File: config.mk
export PLATFORM = sky130hd
export DESIGN_NAME = cmw_datapath
export DESIGN_NICKNAME = d
export VERILOG_FILES = /design/src/shared/cmw_pkg.sv /design/src/verilog/cmw_parity.sv /design/src/verilog/cmw_digit_half.sv /design/src/verilog/cmw_datapath.sv
export SDC_FILE = /design/constraint.sdc
export NUM_CORES = 1
export LEC_CHECK = 0
export BUFFER_PORTS_ARGS = -buffer_cell sky130_fd_sc_hd__buf_2
export CAP_MARGIN = 10
export CELL_PAD_IN_SITES_DETAIL_PLACEMENT = 2
export CELL_PAD_IN_SITES_GLOBAL_PLACEMENT = 2
export CORE_UTILIZATION = 24
export CTS_CLUSTER_SIZE = 25
export DETAILED_ROUTE_END_ITERATION = 10
export PLACE_DENSITY = 0.81
export SYNTH_ARGS = -nofsm -noshare
export SYNTH_HDL_FRONTEND = slang
export SYNTH_SLANG_ARGS = --single-unit
File: constraint.sdc
create_clock -name clock_i -period 1.6 [get_ports clock_i]
set_input_delay 0.08 -clock clock_i [delete_from_list [all_inputs] [get_ports clock_i]]
set_output_delay 0.08 -clock clock_i [all_outputs]
set_load 0.01 [all_outputs]
File: src/shared/cmw_pkg.sv
package cmw_pkg;
    localparam int DATA_W   = 16;
    localparam int WORD_W   = 17;
    localparam int HALF_W   = 9;
    localparam int PAR_POS  = 16;
    localparam logic [HALF_W-1:0] HALF_RST = 9'h000;
    localparam logic [DATA_W-1:0] DATA_RST = 16'h0000;

    typedef struct packed {
        logic addr_strobe;
        logic read_clear;
        logic sense_sample;
        logic write_latch_strobe;
        logic module_select;
    } cmw_strobe_s;
endpackage : cmw_pkg

File: src/verilog/cmw_parity.sv
`timescale 1ns/10ps
`default_nettype none
module cmw_parity #(
    parameter int WIDTH = 16
) (
    // Data in
    input  wire logic [WIDTH-1:0] data_i,
    // Odd parity bit out
    output logic                  odd_bit_o
);
    // Ones when the data holds an even count of ones.
    assign odd_bit_o = ~(^data_i);
endmodule : cmw_parity
`default_nettype wire

File: src/verilog/cmw_digit_half.sv
`timescale 1ns/10ps
`default_nettype none
module cmw_digit_half #(
    parameter int WIDTH = 9
) (
    // Clock and reset
    input  wire logic             clock_i,
    input  wire logic             rst_n_i,
    // Control
    input  wire logic             clear_i,
    input  wire logic             sense_en_i,
    input  wire logic             load_i,
    // Data
    input  wire logic [WIDTH-1:0] write_i,
    input  wire logic [WIDTH-1:0] sense_i,
    output logic      [WIDTH-1:0] latch_o
);
    logic [WIDTH-1:0] latch_d;
    logic [WIDTH-1:0] latch_q;

    always_comb begin
        latch_d = latch_q;
        if (clear_i) begin
            latch_d = '0;
        end else if (load_i) begin
            latch_d = write_i;
        end else if (sense_en_i) begin
            // Sense can only set; a zero read leaves the latch unchanged.
            latch_d = latch_q | sense_i;
        end
    end

    always_ff @(posedge clock_i) begin
        if (!rst_n_i) begin
            latch_q <= '0;
        end else begin
            latch_q <= latch_d;
        end
    end

    assign latch_o = latch_q;
endmodule : cmw_digit_half
`default_nettype wire

File: src/verilog/cmw_datapath.sv
`timescale 1ns/10ps
`default_nettype none
module cmw_datapath (
    // Clock and reset
    input  wire logic                          clock_i,
    input  wire logic                          rst_n_i,
    // Write sources
    input  wire logic [cmw_pkg::DATA_W-1:0]    info_reg_out_n_i,
    input  wire logic [cmw_pkg::DATA_W-1:0]    outer_bus_n_i,
    input  wire logic                          loader_write_select_i,
    // Module timing
    input  wire cmw_pkg::cmw_strobe_s          strobe_i,
    input  wire logic                          data_out_strobe_n_i,
    // Core stack
    input  wire logic [cmw_pkg::WORD_W-1:0]    plane_sense_in_i,
    output logic      [cmw_pkg::WORD_W-1:0]    plane_inhibit_out_o,
    // Processor read side
    input  wire logic                          opcode_fetch_read_i,
    input  wire logic                          memory_read_op_i,
    input  wire logic                          bus_load_instruction_i,
    output logic      [cmw_pkg::WORD_W-1:0]    read_return_line_o,
    output logic                               read_latch_enable_n_o,
    output logic                               read_word_select_o,
    output logic      [cmw_pkg::DATA_W-1:0]    outer_bus_o,
    output logic      [cmw_pkg::DATA_W-1:0]    opcode_word_o,
    output logic                               parity_error_flag_o,
    // Write lines to the module
    output logic      [cmw_pkg::DATA_W-1:0]    shared_write_data_o,
    output logic                               write_parity_bit_o
);
    localparam int H = cmw_pkg::HALF_W;

    logic [cmw_pkg::DATA_W-1:0] mux_data;
    logic                       par_bit;
    logic [2*H-1:0]             wr_word;
    logic [2*H-1:0]             sense_word;
    logic [2*H-1:0]             buf_word;
    logic [cmw_pkg::WORD_W-1:0] buf17;
    logic                       sel_load;
    logic                       sel_clear;
    logic                       sel_sense;
    logic                       read_cycle_d;
    logic                       read_cycle_q;
    logic                       regen_par;
    logic                       par_mismatch;
    logic [cmw_pkg::DATA_W-1:0] hold_d;
    logic [cmw_pkg::DATA_W-1:0] hold_q;
    logic [cmw_pkg::WORD_W-1:0] ret_d;
    logic [cmw_pkg::WORD_W-1:0] ret_q;
    logic                       perr_d;
    logic                       perr_q;
    logic                       rle_n;

    // Both sources arrive inverted, so either path inverts once more.
    always_comb begin
        if (loader_write_select_i) begin
            mux_data = ~outer_bus_n_i;
        end else begin
            mux_data = ~info_reg_out_n_i;
        end
    end

    cmw_parity #(.WIDTH(cmw_pkg::DATA_W)) u_gen (
        .data_i    (mux_data),
        .odd_bit_o (par_bit)
    );

    // During a read cycle the write strobe loads the buffer with itself,
    // which restores the destructively read word.
    assign wr_word    = read_cycle_q ? {1'b0, buf17} : {1'b0, par_bit, mux_data};
    assign sense_word = {1'b0, plane_sense_in_i};
    assign sel_load   = strobe_i.module_select & strobe_i.write_latch_strobe;
    assign sel_clear  = strobe_i.module_select & strobe_i.read_clear;
    assign sel_sense  = strobe_i.module_select & strobe_i.sense_sample;

    // Lower half carries bits 1 to 9, upper half 10 to 16, parity and a spare.
    cmw_digit_half #(.WIDTH(H)) u_lo (
        .clock_i    (clock_i),
        .rst_n_i    (rst_n_i),
        .clear_i    (sel_clear),
        .sense_en_i (sel_sense),
        .load_i     (sel_load),
        .write_i    (wr_word[H-1:0]),
        .sense_i    (sense_word[H-1:0]),
        .latch_o    (buf_word[H-1:0])
    );
    cmw_digit_half #(.WIDTH(H)) u_hi (
        .clock_i    (clock_i),
        .rst_n_i    (rst_n_i),
        .clear_i    (sel_clear),
        .sense_en_i (sel_sense),
        .load_i     (sel_load),
        .write_i    (wr_word[2*H-1:H]),
        .sense_i    (sense_word[2*H-1:H]),
        .latch_o    (buf_word[2*H-1:H])
    );

    assign buf17 = buf_word[cmw_pkg::WORD_W-1:0];
    assign plane_inhibit_out_o = buf17;

    // Read cycle mark: set by a read clear, dropped after the write strobe.
    always_comb begin
        read_cycle_d = read_cycle_q;
        if (sel_clear) begin
            read_cycle_d = 1'b1;
        end else if (sel_load) begin
            read_cycle_d = 1'b0;
        end
    end

    cmw_parity #(.WIDTH(cmw_pkg::DATA_W)) u_chk (
        .data_i    (read_return_line_o[cmw_pkg::DATA_W-1:0]),
        .odd_bit_o (regen_par)
    );
    assign par_mismatch = regen_par ^ read_return_line_o[cmw_pkg::PAR_POS];

    assign rle_n = ~(memory_read_op_i & ~opcode_fetch_read_i & ~data_out_strobe_n_i);

    always_comb begin
        ret_d  = ret_q;
        hold_d = hold_q;
        perr_d = perr_q;
        if (!data_out_strobe_n_i && strobe_i.module_select) begin
            ret_d = buf17;
        end
        if (!rle_n) begin
            hold_d = buf17[cmw_pkg::DATA_W-1:0];
        end
        if (!data_out_strobe_n_i) begin
            perr_d = 1'b0;
        end else if (par_mismatch) begin
            // Flag stays until the data out strobe next goes low, with or without module select.
            perr_d = 1'b1;
        end
    end

    always_ff @(posedge clock_i) begin
        if (!rst_n_i) begin
            read_cycle_q <= 1'b0;
            ret_q        <= 17'h00000;
            hold_q       <= cmw_pkg::DATA_RST;
            perr_q       <= 1'b0;
        end else begin
            read_cycle_q <= read_cycle_d;
            ret_q        <= ret_d;
            hold_q       <= hold_d;
            perr_q       <= perr_d;
        end
    end

    assign read_return_line_o    = ret_q;
    assign read_latch_enable_n_o = rle_n;
    assign read_word_select_o    = bus_load_instruction_i;
    assign outer_bus_o           = bus_load_instruction_i ? hold_q : cmw_pkg::DATA_RST;
    assign opcode_word_o         = ret_q[cmw_pkg::DATA_W-1:0];
    assign parity_error_flag_o   = perr_q;
    assign shared_write_data_o   = mux_data;
    assign write_parity_bit_o    = par_bit;

    a_parity_odd: assert property (@(posedge clock_i) disable iff (!rst_n_i)
        ^{write_parity_bit_o, shared_write_data_o}) else $error("write word not odd");
    a_load_captures: assert property (@(posedge clock_i) disable iff (!rst_n_i)
        (sel_load && !read_cycle_q) |=> buf17 == $past({par_bit, mux_data})) else $error("buffer missed write");
    a_sense_sets: assert property (@(posedge clock_i) disable iff (!rst_n_i)
        (sel_sense && !sel_clear && !sel_load) |=> ((buf17 & $past(plane_sense_in_i)) == $past(plane_sense_in_i)))
        else $error("sense did not set");
    a_clear_read: assert property (@(posedge clock_i) disable iff (!rst_n_i)
        sel_clear |=> buf17 == 17'h00000) else $error("buffer not cleared");
    a_restore_word: assert property (@(posedge clock_i) disable iff (!rst_n_i)
        (sel_load && read_cycle_q && !sel_clear) |=> buf17 == $past(buf17)) else $error("restore lost word");
    a_return_drive: assert property (@(posedge clock_i) disable iff (!rst_n_i)
        (!data_out_strobe_n_i && strobe_i.module_select) |=> ret_q == $past(buf17)) else $error("return not driven");
    a_perr_flag: assert property (@(posedge clock_i) disable iff (!rst_n_i)
        (par_mismatch && data_out_strobe_n_i) |=> parity_error_flag_o) else $error("parity error missed");
    a_fetch_nolatch: assert property (@(posedge clock_i) disable iff (!rst_n_i)
        opcode_fetch_read_i |-> read_latch_enable_n_o) else $error("fetch latched data");
    a_mux_select: assert property (@(posedge clock_i) disable iff (!rst_n_i)
        loader_write_select_i |-> shared_write_data_o == ~outer_bus_n_i) else $error("loader not selected");
    a_inhibit_follow: assert property (@(posedge clock_i) disable iff (!rst_n_i)
        plane_inhibit_out_o == buf17) else $error("inhibit mismatch");
endmodule : cmw_datapath
`default_nettype wire

# [Word-level counts from Yosys, hierarchy flattened]
# Cells that the tools add are included.
[word_totals] rom_bits=0 mem_count=0 mem_bits_rw=0 in_bits=61 regBits=53 latchBits=0
[classes] n_reduce_logical=9 n_lt_le_gt_ge=0 eq_ne=1 addsub=0 shifts=0 bitwise_logic=16 mul=0 div_mod_pow=0 n_mux=9
[op_table] op="9-bit two-way mux" n=4
[op_table] op="16-bit two-way mux" n=2
[op_table] op="16-bit inverter" n=2
[op_table] op="16-bit XOR reduction" n=2
[op_table] op="17-bit two-way mux" n=1
[op_table] op="9-bit by 8-bit bitwise OR with 9-bit output" n=1
[op_table] op="9-bit bitwise OR" n=1
[op_table] op="1-bit inverter" n=6
[op_table] op="1-bit bitwise AND" n=5
[op_table] op="2-bit AND reduction" n=2
[op_table] op="2-bit nonzero test" n=2
[op_table] op="1-bit two-way mux" n=2
[op_table] op="2-bit != test (second input constant)" n=1
[op_table] op="2-bit OR reduction" n=1
[op_table] op="1-bit logical AND" n=1
[op_table] op="1-bit zero test" n=1
[op_table] op="1-bit bitwise XOR" n=1

# [Longest topological paths before layout]
# Gate-level depths: netlist (run 1).
[logic_depth] depth_word=6 depth_mapped=7 depth_no_buf=6

# [Hierarchy]
# From an unflattened synthesis (run 1), not the netlist that was laid out.
[hier_totals] hier_cells=340 hier_area_um2=3221.8
[modules_own_cells] module="cmw_datapath" area_per_inst_um2=1963.1 cells_each=230 instances=1 seq_area_each_um2=700.7
[modules_own_cells] module="cmw_digit_half" area_per_inst_um2=498.0 cells_each=40 instances=2 seq_area_each_um2=180.2
[modules_own_cells] module="cmw_parity" area_per_inst_um2=131.4 cells_each=15 instances=2 seq_area_each_um2=0.0

# [Least setup slack after synthesis (run 1)]
# Ideal clock, no wire load.
[synth_path] kind="input -> register" from="input port strobe_i[1] (netlist bit)" to="register u_lo.latch_q[0], in the netlist u_lo.latch_o[0]" path_buffers=3 t_required_ns=1.481 slack_ns=0.135 arrival_ns=1.347 cell_stages=6 path_cell_list="clkbuf_1 -> nand2_1 -> or2_2 -> clkbuf_1 -> clkbuf_1 -> o221a_2"
[synth_via] elab_chain_cells=3 elab_cells_between_ends=5
[synth_lines] element="from (decl)" line="cmw_datapath.sv:12" text="input wire cmw_pkg::cmw_strobe_s strobe_i,"
[synth_lines] element="1-bit bitwise AND (*)" line="cmw_datapath.sv:72" text="assign sel_load = strobe_i.module_select & strobe_i.write_latch_strobe;"
[synth_lines] element="2-bit != test (no line) / 2-bit nonzero test (equally long branches)"
[synth_lines] element="2-bit AND reduction (no line)"
[synth_lines] element="to (signal assigned)" line="cmw_digit_half.sv:37" text="latch_q <= latch_d;"
[synth_lines] element="to (decl)" line="cmw_digit_half.sv:19" text="logic [WIDTH-1:0] latch_q;"
# Every way passes the cells marked *; elsewhere a longest branch is shown, timed or not.
# A chain may end at the register's enable or synchronous reset.

# [Worst setup path in the final report (run 1)]
[layout_path] from="input port loader_write_select_i" to="output port write_parity_bit_o"
[layout_via] elab_chain_cells=3
[layout_lines] element="from (decl)" line="cmw_datapath.sv:10" text="input wire logic loader_write_select_i,"
[layout_lines] element="16-bit two-way mux" line="cmw_datapath.sv:56" text="if (loader_write_select_i) begin"
[layout_lines] element="16-bit XOR reduction" line="cmw_parity.sv:12" text="assign odd_bit_o = ~(^data_i);"
[layout_lines] element="1-bit inverter" line="cmw_parity.sv:12"
[layout_lines] element="to (decl)" line="cmw_datapath.sv:29" text="output logic write_parity_bit_o"
# Every way passes these cells.

==> results.ini, run 1 <==
[power]
p_clk_share_pct = 34.7
irDropWorstVdd_uv = 520
p_leak_nw = 1.89
pwr-share-seq_pct = 40.3
internal_power_mw = 2.52
swShare_pct = 28.0
comb_power_share_pct = 24.9
power_mw = 3.49
power_density_nw_per_um2 = 870
p_switching_uw = 977

[clock_tree]
clk_latency_ns = 0.29
cts_root_buffer = clkbuf_16
clk_pin_slew_ns = 0.07
numCtsBuffers = 5
clock_path_buffers = 2
htree_levels = 2
tritoncts = built
cts_num_sinks = 52
hold_buffers = 0

[sta]
slew_violations = 0
final.setup.worst_slack_ns = -0.0262
min_period_ns = 1.63
final_hold_viol_count = 0
min_period_over_period_pct = 102
relSlewSlack_pct = 68.6
clock.fmax_mhz = 615
skew_ns = 0.00785
tightestPinTransition_ns = 0.469
rsz0062_at_grt = true
setup_viol = 1

[logic_synthesis]
ys_seq_area_share_pct = 37.0
syn_area_um2 = 2810
yosysTopAreaCell = dfxtp_1
yosysWarnings = 0
synth_edf_count = 0
ys_ff_latch = 52
synth_top_area_share_pct = 37.0
synth.distinct_cells = 27
syn_avg_cell_area_um2 = 8.52
synth_cells = 330
synth_fp_nets = 391
netlist_top_cells_area = dfxtp_1 37%, nand2_1 9.1%, a21boi_0 8.8%, mux2i_1 7.1%, xnor2_1 6.9%
synth_flop_cell = dfxtp_1
ys_async_sr_fraction_pct = 0

[route]
wl_per_cell_um = 17.7
vias_per_cell = 4.56
initialDrtViolationCount = 85
ant_nets = 0
drt_first_pass_iters = 6
totalWireLength_mm = 10.8
vias = 2792
route.detailed.drc = 0

[setup_path]
crit_path_start_kind = primary input
cp-end-kind = primary output
path_class = in -> out
cp.required_ns = 1.52
cp_data_arrival_time_ns = 1.55
worst-path-max-fanout = 6

[global_route]
antenna_found_initial = 0
grt_start_max_net_pins = 36
grt_pass1_wl_mm = 16.1
first_global_vias = 2957
groute.usage.overall_pct = 17.8
grt_overflow = 0

[finish]
finalNetCount = 529
area_growth_pct = 42.8
antenna_cells = 0
drive_above_1_share_pct = 44.8
fillCellCount = 1310
fin_area_um2 = 4020
final_util_pct = 35.2

[floorplanning]
die-area_um2 = 12200
fp.dieH_um = 110
ios = 147
initial_core_util_pct = 24.6
coreArea_um2 = 11400
fp.dieW_um = 110
rows = 39

[outcome]
violations = setup timing
status = finished with violations

[place]
port_buffers = 145
hpwl_mm = 8.36
place_area_um2 = 3660
place_ws_ns = -0.0391
gp_congestion = 0.841

[min_path]
hold_path.class = in -> reg

[flow_run]
maxCapViolations = 0

## through the flow
stage / cells / TNS (ns) / hold slack [ns]
after global placement: 600 / 0 / 0.369
after CTS: 608 / 0 / 0.0774
final: 612 / -0.0262 / 0.0840
after floorplan: 330 / 0 / 0.213
after global routing: 612 / -0.0928 / 0.0712
after detailed placement: 600 / -0.0391 / 0.378
## placed cells by master (no fill, tap or decap), types with 2 or more instances in the layout
cell type    n
xor2_2       7
dfxtp_1     51
nand2_1     68
o221a_2     16
xor2_1       6
mux2i_4      3
a21oi_1      2
xnor2_1     20
mux2i_1     14
clkbuf_16    5
buf_6        4
buf_4       21
nor2b_1      2
inv_1        3
and2_1      16
buf_12       2
nor2_1      36
mux2i_2      4
a21boi_0    33
xnor2_2      2
buf_2      139
## routing by layer
layer / GRT usage [%] / vias to the layer above / wire [um]
met5: 0 / - / 0
met4: 3.76 / 0 / 35
met3: 2.59 / 2 / 438
met2: 33.2 / 82 / 5830
met1: 21.5 / 1372 / 4540
li1: - / 1336 / -
## repair_timing
action | in CTS | in global routing
setup endpoints to repair | 1 | 2
resized for setup | 3 | 31
pin swaps | 1 | 8
buffers inserted | 0 | 4
## Yosys cell counts (all sizes together), types with 2 or more instances
cell	n
and2	16
xor2	13
mux2i	21
nor2b	2
o221a	16
nor2	36
nand2	68
a21oi	3
xnor2	22
buf	20
a21boi	34
dfxtp	52
clkbuf	16
inv	3
## flip-flops by register name, indices dropped and copies added, names as in the netlist
name / count
parity_error_flag_o: 1
read_cycle_q: 1
u_hi.latch_o: 8
hold_q: 16
u_lo.latch_o: 9
read_return_line_o: 17
## worst max-delay path: stages
cell     delay [ns]
buf_12         0.12
buf_12         0.12
mux2i_1        0.24
xnor2_1        0.17
xnor2_1        0.15
xnor3_1        0.44
inv_1          0.08
buf_2          0.13
## logic make-up after synthesis
kind of cell	count (synthesis)	share of synthesized area, %
AO/OA/AOI/OAI	56	16.9
XOR/XNOR	36	11.7
buffers and inverters	40	7.96
flip-flops	52	37.0
multiplexers	21	7.61
AND/OR/NAND/NOR	125	18.8
## power groups by stage
stage	logic [mW]	registers [mW]	clock network [mW]
after floorplan	0.426	1.43	0
after global placement	0.733	1.44	0
after detailed placement	0.757	1.44	0
after CTS	0.765	1.41	1.23
after global routing	0.942	1.42	1.29
final	0.871	1.41	1.21
## cell type report
class | instances | area [um2] | area share [%]
multi-input combinational | 238 | 1660 | 41.4
tap | 143 | 179 | 4.45
clock buffer | 6 | 129 | 3.21
sequential | 52 | 1040 | 25.9
clock inverter | 2 | 35.0 | 0.872
timing repair buffer | 167 | 953 | 23.7
inverter | 4 | 15.0 | 0.374
## path summary, 6_finish.rpt
| path | from | endpoint | slack, ns | cells past startpoint |
|---|---|---|---|---|
| max | loader_write_select_i | write_parity_bit_o | -0.03 | 8 |
| min | data_out_strobe_n_i | parity_error_flag_o$_SDFFE_PN0P_ | 0.08 | 2 |
| max reg2reg | read_return_line_o[4]$_SDFFE_PN0P_ | parity_error_flag_o$_SDFFE_PN0P_ | 0.12 | 6 |
| min reg2reg | hold_q[14]$_SDFFE_PN0P_ | hold_q[14]$_SDFFE_PN0P_ | 0.46 | 2 |
No activity file was read; power rests on OpenSTA's default activity.
==> run 2: changes to the inputs <==
- CORE_UTILIZATION: 24 -> 26
- PLACE_DENSITY: 0.81 -> 0.86
- clock period: 1.6 -> 1.9 ns (I/O delays scaled with it)
==> run 2 against run 1 <==
The run now ends clean. Global-route usage down 0.13 points. Clock power down 38%. Count of clock-buffer cells in the layout unchanged. Sequential cell count unchanged. Cell count down 2.9%. Sequential share of layout area up 2.3 points. Setup slack better by 0.18 ns. Clock skew down 0.0014 ns.
==> results.ini, run 2 (synthesized netlist as in run 1, its figures left out) <==
[setup_path]
startpoint = loader_write_select_i  ; unchanged
r2r-start = read_return_line_o[8]$_SDFFE_PN0P_  ; was read_return_line_o[4]$_SDFFE_PN0P_
path_class = in -> out  ; unchanged
r2r-end = parity_error_flag_o$_SDFFE_PN0P_  ; unchanged
worstRegToRegCells = 6  ; unchanged
cp.required_ns = 1.80  ; was 1.52 ns
cp-end-kind = primary output  ; unchanged
crit_path_start_kind = primary input  ; unchanged
r2r_slack_ns = 0.41  ; was 0.12 ns
cp_data_arrival_time_ns = 1.65  ; was 1.55 ns
worst-path-max-fanout = 8  ; was 6

[route]
vias = 2789  ; was 2792
drt_first_pass_iters = 4  ; was 6
wl_per_cell_um = 16.3  ; was 17.7 um
initialDrtViolationCount = 52  ; was 85
vias_per_cell = 4.70  ; was 4.56
ant_nets = 0  ; unchanged
totalWireLength_mm = 9.69  ; was 10.8 mm
route.detailed.drc = 0  ; unchanged

[power]
p_leak_nw = 1.78  ; was 1.89 nW
swShare_pct = 29.0  ; was 28.0%
irDropWorstVdd_uv = 398  ; was 520 uV
internal_power_mw = 1.81  ; was 2.52 mW
p_clk_share_pct = 29.5  ; was 34.7%
power_mw = 2.55  ; was 3.49 mW
pwr-share-seq_pct = 46.2  ; was 40.3%
comb_power_share_pct = 24.3  ; was 24.9%
p_switching_uw = 740  ; was 977 uW
power_density_nw_per_um2 = 692  ; was 870 nW/um2

[sta]
fin_setup_tns_ns = 0  ; was -0.0262 ns
min_period_ns = 1.74
rsz0062_at_grt = false  ; was true
whs_ns = 0.0759  ; was 0.0840 ns
relSlewSlack_pct = 56.4  ; was 68.6%
final_hold_viol_count = 0  ; unchanged
tightestPinTransition_ns = 0.654  ; was 0.469 ns
min_period_over_period_pct = 91.7
slew_violations = 0  ; unchanged
setup_viol = 0  ; was 1
clock.fmax_mhz = 574
skew_ns = 0.00649  ; was 0.00785 ns

[global_route]
antenna_found_initial = 0  ; unchanged
groute.usage.overall_pct = 17.7  ; was 17.8%
grt_pass1_wl_mm = 15.4  ; was 16.1 mm
first_global_vias = 2973  ; was 2957
grt_overflow = 0  ; unchanged
grt_start_max_net_pins = 22  ; was 36

[clock_tree]
clk_latency_ns = 0.30  ; was 0.29 ns
clock_path_buffers = 2  ; unchanged
numCtsBuffers = 5  ; unchanged
cts_num_sinks = 52  ; unchanged
cts_setup_buffers = 0  ; unchanged
cts_root_buffer = clkbuf_8  ; was clkbuf_16
post_cts_resized = 0  ; was 3
hold_buffers = 0  ; unchanged
tritoncts = built  ; unchanged
htree_levels = 2  ; unchanged
clk_pin_slew_ns = 0.09  ; was 0.07 ns

[finish]
layout_commonest_cell = buf_2  ; unchanged
fillCellCount = 1225  ; was 1310
largest_reg_flops = 17  ; unchanged
drive_above_1_share_pct = 40.0  ; was 44.8%
mostFrequentLayoutCells = 145 x buf_2, 68 x nand2_1, 52 x dfxtp_1  ; was 139 x buf_2, 68 x nand2_1, 51 x dfxtp_1
area_growth_pct = 31.2  ; was 42.8%
antenna_cells = 0  ; unchanged
finalNetCount = 518  ; was 529

[min_path]
min_path_cells = 2  ; unchanged
holdCritStartpoint = data_out_strobe_n_i  ; unchanged
hold_path.class = in -> reg  ; unchanged
min_to = parity_error_flag_o$_SDFFE_PN0P_  ; unchanged

[place]
hpwl_mm = 8.02  ; was 8.36 mm
gp_congestion = 0.711  ; was 0.841
port_buffers = 145  ; unchanged

[floorplanning]
fp.dieH_um = 106  ; was 110 um
die-area_um2 = 11200  ; was 12200 um2
fp.dieW_um = 106  ; was 110 um
ios = 147  ; unchanged
rows = 37  ; was 39
initial_core_util_pct = 27.0  ; was 24.6%
coreArea_um2 = 10400  ; was 11400 um2

[flow_run]
maxCapViolations = 0  ; unchanged

[outcome]
status = completed  ; was finished with violations

-- run 2: changes by cell type in the layout (fill, tap and decap cells not counted), moves of 3 or more --
| cell | delta |
|---|---|
| buf_4 | -10 |
| xor2_1 | +7 |
| xor2_2 | -7 |
| buf_2 | +6 |
| mux2i_1 | +6 |
| clkbuf_16 | -5 |
| clkbuf_8 | +5 |
| buf_6 | -4 |
| mux2i_2 | -3 |
| mux2i_4 | -3 |
-- run 2: worst max-delay path: stages --
cell	delay, ns
buf_2	0.21
buf_4	0.23
mux2i_1	0.25
xnor2_1	0.19
xnor2_1	0.17
xnor3_1	0.28
inv_1	0.09
buf_2	0.13
-- run 2: final cells by class --
type,count,area (um2),area share [%]
clock buffer,6,72.6,1.97
clock inverter,2,35.0,0.949
inverter,4,15.0,0.407
multi-input combinational,238,1550,41.9
sequential,52,1040,28.2
tap,136,170,4.61
timing repair buffer,156,808,21.9
-- run 2: worst max-delay path by stage --
stage	endpoint	slack (ns)	cells past startpoint
after floorplan	u_lo.latch_o[0]$_SDFFE_PP0P_	0.42	6
after global placement	write_parity_bit_o	0.25	8
after detailed placement	write_parity_bit_o	0.16	8
after CTS	write_parity_bit_o	0.16	8
after global routing	write_parity_bit_o	0.08	8
final	write_parity_bit_o	0.16	8
-- run 2: power groups by stage --
stage / Clock [mW] / Sequential [mW] / Combinational (mW)
after floorplan: 0 / 1.20 / 0.358
after global placement: 0 / 1.21 / 0.599
after detailed placement: 0 / 1.21 / 0.626
after CTS: 0.787 / 1.18 / 0.628
after global routing: 0.822 / 1.19 / 0.673
final: 0.753 / 1.18 / 0.619
-- run 2: per-stage QoR --
step / utilization, % / std cells / setup slack (ns) / instance area [um2]
final: 35.4 / 594 / 0.158 / 3690
after global routing: 35.4 / 594 / 0.0794 / 3690
after CTS: 35.4 / 594 / 0.158 / 3690
after detailed placement: 34.4 / 586 / 0.157 / 3580
after global placement: 34.4 / 586 / 0.251 / 3580
after floorplan: - / 330 / 0.420 / 2810
-- run 2: metal layers --
layer  vias to the layer above  GRT usage [%]  share of wire (%)
met5                         -              0                  0
met4                         0           4.17               0.78
met3                         5           3.43                6.2
met2                       117           32.3                 49
met1                      1343           21.3                 44
li1                       1324              -                  -
